<file path="src/inc/pfs_regs.svh">
`ifndef PFS_REGS_SVH
`define PFS_REGS_SVH

// ----------------------------------------------------------------
// clock
// ----------------------------------------------------------------
`define PFS_CLK_MHZ 25
`define PFS_CLK_KHZ 25000

// ----------------------------------------------------------------
// times in their own units
// ----------------------------------------------------------------
`define PFS_CAP_LONG_NS 2000
`define PFS_CAP_SHORT_NS 1000
`define PFS_SETTLE_NS 10000
`define PFS_RECOVERY_MS 1500

// ----------------------------------------------------------------
// cycle counts
// ----------------------------------------------------------------
`define PFS_CAP_LONG_CYC ((`PFS_CAP_LONG_NS * `PFS_CLK_MHZ) / 1000)
`define PFS_CAP_SHORT_CYC ((`PFS_CAP_SHORT_NS * `PFS_CLK_MHZ) / 1000)
`define PFS_SETTLE_CYC ((`PFS_SETTLE_NS * `PFS_CLK_MHZ + 999) / 1000)
`define PFS_RECOVERY_CYC (`PFS_RECOVERY_MS * `PFS_CLK_KHZ)

// ----------------------------------------------------------------
// widths and counts
// ----------------------------------------------------------------
`define PFS_TMR_W 26
`define PFS_STRIKES 2'h3
`define PFS_NSYNC 12

`endif

</file>
<file path="src/inc/pfs_pkg.sv">
package pfs_pkg;

  // ----------------------------------------------------------------
  // supervisor states
  // ----------------------------------------------------------------
  typedef enum logic [2:0] {
    ST_IDLE      = 3'b000,
    ST_SETTLE    = 3'b001,
    ST_WAIT_BIAS = 3'b010,
    ST_FIRST     = 3'b011,
    ST_RUN       = 3'b100,
    ST_LOCKOUT   = 3'b101,
    ST_RECOVER   = 3'b110,
    ST_REARM     = 3'b111
  } pfs_state_t;

  typedef logic [1:0] pfs_strike_t;

endpackage : pfs_pkg

</file>
<file path="src/core/pfs_timer.sv">
`timescale 1ns/1ps
`default_nettype none
`include "pfs_regs.svh"

module pfs_timer (
  input wire logic clock_i,
  input wire logic nrst_i,
  input wire logic load_i,
  input wire logic [`PFS_TMR_W-1:0] load_val_i,
  output logic done_o
);

  logic [`PFS_TMR_W-1:0] cnt_ff;

  // ----------------------------------------------------------------
  // down counter, done after load_val cycles
  // ----------------------------------------------------------------
  always_ff @(posedge clock_i or negedge nrst_i) begin
    if (!nrst_i) begin
      cnt_ff <= '0;
    end else if (load_i) begin
      cnt_ff <= load_val_i;
    end else if (cnt_ff != '0) begin
      cnt_ff <= cnt_ff - 1'b1;
    end
  end

  always_ff @(posedge clock_i or negedge nrst_i) begin
    if (!nrst_i) begin
      done_o <= 1'b0;
    end else if (load_i) begin
      done_o <= 1'b0;
    end else begin
      done_o <= (cnt_ff <= `PFS_TMR_W'(1));
    end
  end

endmodule : pfs_timer
`default_nettype wire

</file>
<file path="src/core/pfs_supervisor.sv">
// What this block does
// - time only first gate pulse after startup
// - 5 V select: 2 us cap, recovery
// - 0 V select: cap from demag resistor
// - three consecutive overcurrent pulses: stop, start recovery
// - no pulses until bias pin regulates
// - bias below 14 V after delay: lockout
// - three consecutive bias over-voltage pulses: lockout cycle, unless the third overcurrent strike ends the same pulse
// - drive programming pins, flag any open/short as one fault
// - programming pin fault: lockout, retry next
// - recovery done, supply off: restart
`timescale 1ns/1ps
`default_nettype none
`include "pfs_regs.svh"

module pfs_supervisor
  import pfs_pkg::*;
#(
  parameter logic [`PFS_TMR_W-1:0] RECOVERY_CYCLES =
    `PFS_TMR_W'(`PFS_RECOVERY_CYC)
) (
  input wire logic clock_i,
  input wire logic nrst_i,
  input wire logic gate_pulse_i,
  input wire logic vdd_on_i,
  input wire logic vdd_off_i,
  input wire logic cs_over_limit_i,
  input wire logic bias_below_14_i,
  input wire logic bias_above_15_i,
  input wire logic bias_in_reg_i,
  input wire logic stage_sel_5v_i,
  input wire logic demag_above_th_i,
  input wire logic demag_pin_open_i,
  input wire logic demag_pin_short_i,
  input wire logic zvs_pin_open_i,
  input wire logic zvs_pin_short_i,
  output logic switch_inhibit_o,
  output logic lockout_req_o,
  output logic recovery_active_o,
  output logic pin_drive_o,
  output logic fault_cs_short_o,
  output logic fault_cs_open_o,
  output logic fault_bias_open_o,
  output logic fault_bias_ov_o,
  output logic fault_prog_pin_o
);

  // ----------------------------------------------------------------
  // input synchronisers
  // ----------------------------------------------------------------
  logic [`PFS_NSYNC-1:0] s1_ff;
  logic [`PFS_NSYNC-1:0] s2_ff;

  always_ff @(posedge clock_i or negedge nrst_i) begin
    if (!nrst_i) begin
      s1_ff <= '0;
      s2_ff <= '0;
    end else begin
      s1_ff <= {vdd_on_i, vdd_off_i, cs_over_limit_i, bias_below_14_i,
                bias_above_15_i, bias_in_reg_i, stage_sel_5v_i,
                demag_above_th_i, demag_pin_open_i, demag_pin_short_i,
                zvs_pin_open_i, zvs_pin_short_i};
      s2_ff <= s1_ff;
    end
  end

  logic vdd_on_s, vdd_off_s, oc_s, lt14_s, gt15_s, inreg_s;
  logic sel5_s, demag_hi_s, prog_bad_s;
  assign vdd_on_s = s2_ff[11];
  assign vdd_off_s = s2_ff[10];
  assign oc_s = s2_ff[9];
  assign lt14_s = s2_ff[8];
  assign gt15_s = s2_ff[7];
  assign inreg_s = s2_ff[6];
  assign sel5_s = s2_ff[5];
  assign demag_hi_s = s2_ff[4];
  assign prog_bad_s = |s2_ff[3:0];

  // ----------------------------------------------------------------
  // edges and strike counting
  // ----------------------------------------------------------------
  function automatic pfs_strike_t strike_next(input pfs_strike_t cnt,
                                              input logic hit);
    if (!hit) begin
      strike_next = 2'h0;
    end else if (cnt == `PFS_STRIKES) begin
      strike_next = cnt;
    end else begin
      strike_next = cnt + 2'h1;
    end
  endfunction : strike_next

  logic gate_d_ff, vdd_on_d_ff;
  logic oc_hit_ff, ov_hit_ff;
  pfs_strike_t oc_cnt_ff, ov_cnt_ff;
  logic pulse_rise, pulse_end, start_evt;

  assign pulse_rise = gate_pulse_i & ~gate_d_ff;
  assign pulse_end = gate_d_ff & ~gate_pulse_i;
  assign start_evt = vdd_on_s & ~vdd_on_d_ff;

  always_ff @(posedge clock_i or negedge nrst_i) begin
    if (!nrst_i) begin
      gate_d_ff <= 1'b0;
      vdd_on_d_ff <= 1'b0;
    end else begin
      gate_d_ff <= gate_pulse_i;
      vdd_on_d_ff <= vdd_on_s;
    end
  end

  pfs_state_t state_ff, nxt_state;
  logic in_run;
  assign in_run = (state_ff == ST_RUN);

  always_ff @(posedge clock_i or negedge nrst_i) begin
    if (!nrst_i) begin
      oc_hit_ff <= 1'b0;
      ov_hit_ff <= 1'b0;
    end else if (pulse_end || !in_run) begin
      oc_hit_ff <= 1'b0;
      ov_hit_ff <= 1'b0;
    end else if (gate_pulse_i) begin
      oc_hit_ff <= oc_hit_ff | oc_s;
      ov_hit_ff <= ov_hit_ff | gt15_s;
    end
  end

  pfs_strike_t nxt_oc_cnt, nxt_ov_cnt;
  assign nxt_oc_cnt = strike_next(oc_cnt_ff, oc_hit_ff);
  assign nxt_ov_cnt = strike_next(ov_cnt_ff, ov_hit_ff);

  always_ff @(posedge clock_i or negedge nrst_i) begin
    if (!nrst_i) begin
      oc_cnt_ff <= 2'h0;
      ov_cnt_ff <= 2'h0;
    end else if (!in_run) begin
      oc_cnt_ff <= 2'h0;
      ov_cnt_ff <= 2'h0;
    end else if (pulse_end) begin
      oc_cnt_ff <= nxt_oc_cnt;
      ov_cnt_ff <= nxt_ov_cnt;
    end
  end

  logic open_trip, ov_trip;
  assign open_trip = in_run & pulse_end
                     & (nxt_oc_cnt == `PFS_STRIKES);
  assign ov_trip = in_run & pulse_end & (nxt_ov_cnt == `PFS_STRIKES);

  // ----------------------------------------------------------------
  // shared timer
  // ----------------------------------------------------------------
  logic tmr_load, tmr_done;
  logic [`PFS_TMR_W-1:0] tmr_val;
  logic cap_hit;

  pfs_timer u_timer (
    .clock_i(clock_i),
    .nrst_i(nrst_i),
    .load_i(tmr_load),
    .load_val_i(tmr_val),
    .done_o(tmr_done)
  );

  assign cap_hit = (state_ff == ST_FIRST) & gate_pulse_i & gate_d_ff
                   & tmr_done;

  always_comb begin
    tmr_load = 1'b0;
    tmr_val = `PFS_TMR_W'(`PFS_SETTLE_CYC);
    if (state_ff == ST_IDLE && start_evt) begin
      tmr_load = 1'b1;
    end else if (state_ff == ST_FIRST && pulse_rise) begin
      tmr_load = 1'b1;
      if (sel5_s || demag_hi_s) begin
        tmr_val = `PFS_TMR_W'(`PFS_CAP_LONG_CYC);
      end else begin
        tmr_val = `PFS_TMR_W'(`PFS_CAP_SHORT_CYC);
      end
    end else if (nxt_state == ST_RECOVER && state_ff != ST_RECOVER) begin
      tmr_load = 1'b1;
      tmr_val = RECOVERY_CYCLES;
    end
  end

  // ----------------------------------------------------------------
  // sequence control
  // ----------------------------------------------------------------
  always_comb begin
    nxt_state = state_ff;
    case (state_ff)
      ST_IDLE: begin
        if (start_evt) nxt_state = ST_SETTLE;
      end
      ST_SETTLE: begin
        if (tmr_done) begin
          if (prog_bad_s || lt14_s) begin
            nxt_state = ST_LOCKOUT;
          end else begin
            nxt_state = ST_WAIT_BIAS;
          end
        end
      end
      ST_WAIT_BIAS: begin
        if (inreg_s) nxt_state = ST_FIRST;
      end
      ST_FIRST: begin
        if (cap_hit) begin
          nxt_state = ST_RECOVER;
        end else if (pulse_end) begin
          nxt_state = ST_RUN;
        end
      end
      ST_RUN: begin
        if (open_trip) begin
          nxt_state = ST_RECOVER;
        end else if (ov_trip) begin
          nxt_state = ST_LOCKOUT;
        end
      end
      ST_LOCKOUT: begin
        if (vdd_off_s) nxt_state = ST_IDLE;
      end
      ST_RECOVER: begin
        if (tmr_done) nxt_state = ST_REARM;
      end
      ST_REARM: begin
        if (vdd_off_s) nxt_state = ST_IDLE;
      end
      default: nxt_state = ST_IDLE;
    endcase
  end

  always_ff @(posedge clock_i or negedge nrst_i) begin
    if (!nrst_i) begin
      state_ff <= ST_IDLE;
    end else begin
      state_ff <= nxt_state;
    end
  end

  // ----------------------------------------------------------------
  // registered outputs
  // ----------------------------------------------------------------
  always_ff @(posedge clock_i or negedge nrst_i) begin
    if (!nrst_i) begin
      switch_inhibit_o <= 1'b1;
      lockout_req_o <= 1'b0;
      recovery_active_o <= 1'b0;
      pin_drive_o <= 1'b0;
    end else begin
      switch_inhibit_o <= !(nxt_state == ST_FIRST
                            || nxt_state == ST_RUN);
      lockout_req_o <= (nxt_state == ST_LOCKOUT);
      recovery_active_o <= (nxt_state == ST_RECOVER);
      pin_drive_o <= (nxt_state == ST_SETTLE);
    end
  end

  logic clr_faults;
  assign clr_faults = (state_ff == ST_IDLE) & start_evt;

  always_ff @(posedge clock_i or negedge nrst_i) begin
    if (!nrst_i) begin
      fault_cs_short_o <= 1'b0;
      fault_cs_open_o <= 1'b0;
      fault_bias_open_o <= 1'b0;
      fault_bias_ov_o <= 1'b0;
      fault_prog_pin_o <= 1'b0;
    end else if (clr_faults) begin
      fault_cs_short_o <= 1'b0;
      fault_cs_open_o <= 1'b0;
      fault_bias_open_o <= 1'b0;
      fault_bias_ov_o <= 1'b0;
      fault_prog_pin_o <= 1'b0;
    end else begin
      if (cap_hit) fault_cs_short_o <= 1'b1;
      if (open_trip) fault_cs_open_o <= 1'b1;
      if (ov_trip && !open_trip) fault_bias_ov_o <= 1'b1;
      if (state_ff == ST_SETTLE && tmr_done) begin
        if (lt14_s) fault_bias_open_o <= 1'b1;
        if (prog_bad_s) fault_prog_pin_o <= 1'b1;
      end
    end
  end
endmodule : pfs_supervisor
`default_nettype wire

</file>
<file path="config.mk">
export PLATFORM = sky130hd
export DESIGN_NAME = pfs_supervisor
export DESIGN_NICKNAME = d
export VERILOG_FILES = /design/src/inc/pfs_pkg.sv /design/src/core/pfs_timer.sv /design/src/core/pfs_supervisor.sv
export VERILOG_INCLUDE_DIRS = /design/src /design/src/inc
export SDC_FILE = /design/constraint.sdc
export NUM_CORES = 1
export LEC_CHECK = 0
export BUFFER_PORTS_ARGS = -buffer_cell sky130_fd_sc_hd__clkbuf_2
export CAP_MARGIN = 5
export CORE_MARGIN = 2
export CORE_UTILIZATION = 35
export CTS_CLUSTER_DIAMETER = 80
export CTS_CLUSTER_SIZE = 14
export DETAILED_ROUTE_END_ITERATION = 12
export PLACE_DENSITY = 0.58
export SETUP_SLACK_MARGIN = 0.15
export SLEW_MARGIN = 10
export SYNTH_ARGS = -nofsm -noshare
export SYNTH_HDL_FRONTEND = slang
export SYNTH_HIERARCHICAL = 1
export SYNTH_SLANG_ARGS = --single-unit
</file>
<file path="constraint.sdc">
create_clock -name clock_i -period 3 [get_ports clock_i]
set_clock_uncertainty 0.2 [all_clocks]
set_input_delay 0.15 -clock clock_i [delete_from_list [all_inputs] [get_ports clock_i]]
set_output_delay 0.15 -clock clock_i [all_outputs]
set_load 0.1 [all_outputs]
</file>
==> impl_metrics.tcl <==
set metrics [dict create \
    finalPower_w 0.002886 \
    rows 35 \
    drt-wirelength-per-cell_um 14.38 \
    syn_inst 323 \
    vdd_drop_max_uv 356.1 \
    ant_nets 0 \
    antenna_found_initial 0 \
    worstMarginPinSlew_ns 0.7787 \
    worstSetupPathType "reg2reg" \
    dpl.cell_count 468 \
    vias_per_cell 5.199 \
    cts_tree "yes" \
    cp_max_fo 6 \
    status "finished, final reports clean" \
    async_flop_share_pct 100.0 \
    drtPass1Iterations 4 \
    nets 409 \
    drive_gt1_share_pct 24.94 \
    final-setup-viol-count 0 \
    hold_viol 0 \
    grtUsageTotal_pct 15.28 \
    fin_crit_ns 2.764 \
    final_util_pct 45.09 \
    fill_cells 882 \
    grt_pass1_wl_um 12270 \
    hold_path.class "in2async" \
    ys_seq_elements 71 \
    synth_flop_cell "dfrtp_1" \
    netlist.top_cell.by_area "dfrtp_1" \
    p_leak_nw 1.716 \
    relSlewSlack_pct 47.61 \
    htree_levels 3 \
    final_cells 508 \
    dp_slack_ns 0.05033 \
    finalMaxSlewViolations 0 \
    finalWeightedCongestion 0.8721 \
    clock_latency_ns 0.35 \
    clk_path_buf_depth 2 \
    setup_ws_ns 0.2361 \
    die_y_um 101.1 \
    gr-total-overflow 0 \
    clkTransAtPathRegs_ns 0.08 \
    dp_hpwl_um 4939 \
    ys_top_cells_by_area "dfrtp_1 53%, nor2_1 3.3%, nand2_1 3.1%" \
    ys_types 61 \
    seq_area_frac_synth_pct 53.83 \
    fin_crit_sh_pct 92.13 \
    rsz0062_at_grt "true" \
    synth_area_per_cell_um2 10.23 \
    synthToLayoutAreaGrowth_pct 25.53 \
    cp.required_ns 3.08 \
    die_w_um 101.1 \
    pin_count 24 \
    drc 0 \
    die_area_mm2 0.01023 \
    arrival_ns 2.85 \
    start_util_pct 35.92 \
    n_antenna_cell 0 \
    yosysTopAreaCellShare_pct 53.03 \
    vias 2641 \
    powerDensity_mw_per_mm2 696.0 \
    tns_ns 0 \
    grt_max_degree 28 \
    drv_cap 0 \
    cts_buffers 9 \
    io_buffers 23 \
    grt_pass1_vias 2590 \
    wirelength_um 7305 \
    clock_sinks 71 \
    start_kind "register" \
    timing.fmax_mhz 361.8 \
    root_buffer "clkbuf_8" \
    syn_area_mm2 0.003303 \
    yosys_warnings 6 \
    synth_edf_count 0 \
    drt_iter0_drc 154 \
    core_mm2 0.009196 \
    worstSetupEndpointType "register" \
]
-- area by class of cell --
class | count | area [um2] | area share (%)
multi-input combinational | 236 | 1533 | 36.96
timing repair buffer | 64 | 469.2 | 11.32
sequential | 71 | 1780 | 42.94
clock inverter | 6 | 50.05 | 1.207
inverter | 10 | 37.54 | 0.9052
tap | 111 | 138.9 | 3.349
clock buffer | 10 | 137.6 | 3.319
-- metrics by stage --
step | instance area (um2) | hold slack [ns]
4_1_cts | 3989 | 0.1534
5_1_grt | 4146 | 0.1591
3_5_place_dp | 3651 | -0.006875
2_1_floorplan | 3371 | -0.3456
3_3_place_gp | 3651 | 0.0002052
6_report | 4146 | 0.1404
-- report_power, final --
part / internal (W) / switching (W) / total (W)
Combinational: 0.000352 / 0.000424 / 0.000776
Sequential: 0.00115 / 0.000237 / 0.00138
Clock: 0.000336 / 0.000391 / 0.000727
-- placed cells by master (no fill, tap or decap), drive strengths merged, types with 6 or more instances in the layout --
cell type / instances
a21oi: 19
buf: 28
clkbuf: 32
conb: 11
dfrtp: 70
dlygate4sd3: 14
inv: 14
nand2: 27
nand2b: 6
nand3: 9
nand4: 7
nor2: 29
nor3: 16
nor4: 9
o21ai: 20
o31ai: 8
or4: 7
xnor2: 6
-- cell families (layout without fill, tap and decap cells) --
kind of cell               count (synthesis)  count (layout)  synth area share (%)
and+or+nand+nor                          137             137                 23.90
AOI/OAI and AO/OA                         75              75                 14.70
xor gates and xnor gates                  11              11                 2.917
buffers and inverters                     26              90                 3.788
DFF                                       71              71                 53.83
adders and majority gates                  2               2                0.7575
other                                      1              11                0.1135
-- state kept, by name (all words and copies together) (netlist names), 2 cells and up --
name	cells
oc_cnt_ff	2
ov_cnt_ff	2
s1_ff	12
s2_ff	12
state_ff	3
u_timer/cnt_ff	26
-- worst max-delay path: stages, from the launching register on --
cell	delay, ns
dfrtp_1	0.36
buf_6	0.12
or3b_4	0.42
nor4b_4	0.37
a2111oi_4	0.10
and4_4	0.19
a211o_4	0.36
or4_1	0.50
nand3_1	0.08
-- routing by layer --
layer	part of all wire, %	global-route usage [%]
met1	48	21.02
met2	47	23.69
met4	1.9	6.861
met3	3.3	2.692
met5	0	0
-- path summary, 6_finish.rpt --
check                            start            endpoint  slack, ns  cells past startpoint
min                             nrst_i            s2_ff[1]       0.14                      2
max in group asynchronous       nrst_i    switch_inhibit_o       1.66                      3
min in group clock_i          s1_ff[0]            s2_ff[0]       0.15                      0
max reg2reg                state_ff[2]  u_timer/cnt_ff[18]       0.24                      8
max                        state_ff[2]  u_timer/cnt_ff[18]       0.24                      8
min reg2reg                   s1_ff[0]            s2_ff[0]       0.15                      0
-- synthesized netlist by cell type (all sizes together) (3+ instances only) --
cell,instances
a211oi,4
a21oi,19
a31oi,5
and3,4
and4,3
buf,7
clkbuf,9
dfrtp,70
inv,10
nand2,27
nand2b,6
nand3,9
nand4,7
nor2,29
nor3,16
nor3b,3
nor4,9
o21ai,20
o31ai,8
o41ai,3
or3,4
or4,7
xnor2,6
xor2,5
-- what timing repair did --
| action | in CTS | in global routing |
|---|---|---|
| setup endpoints to repair | 10 | 22 |
| hold endpoints to repair | 40 | 0 |
| hold buffers | 14 | 0 |
| buffers inserted | 0 | 10 |
| resized for setup | 3 | 21 |
| pin swaps | 0 | 9 |
(Power assumes the default switching activity.)
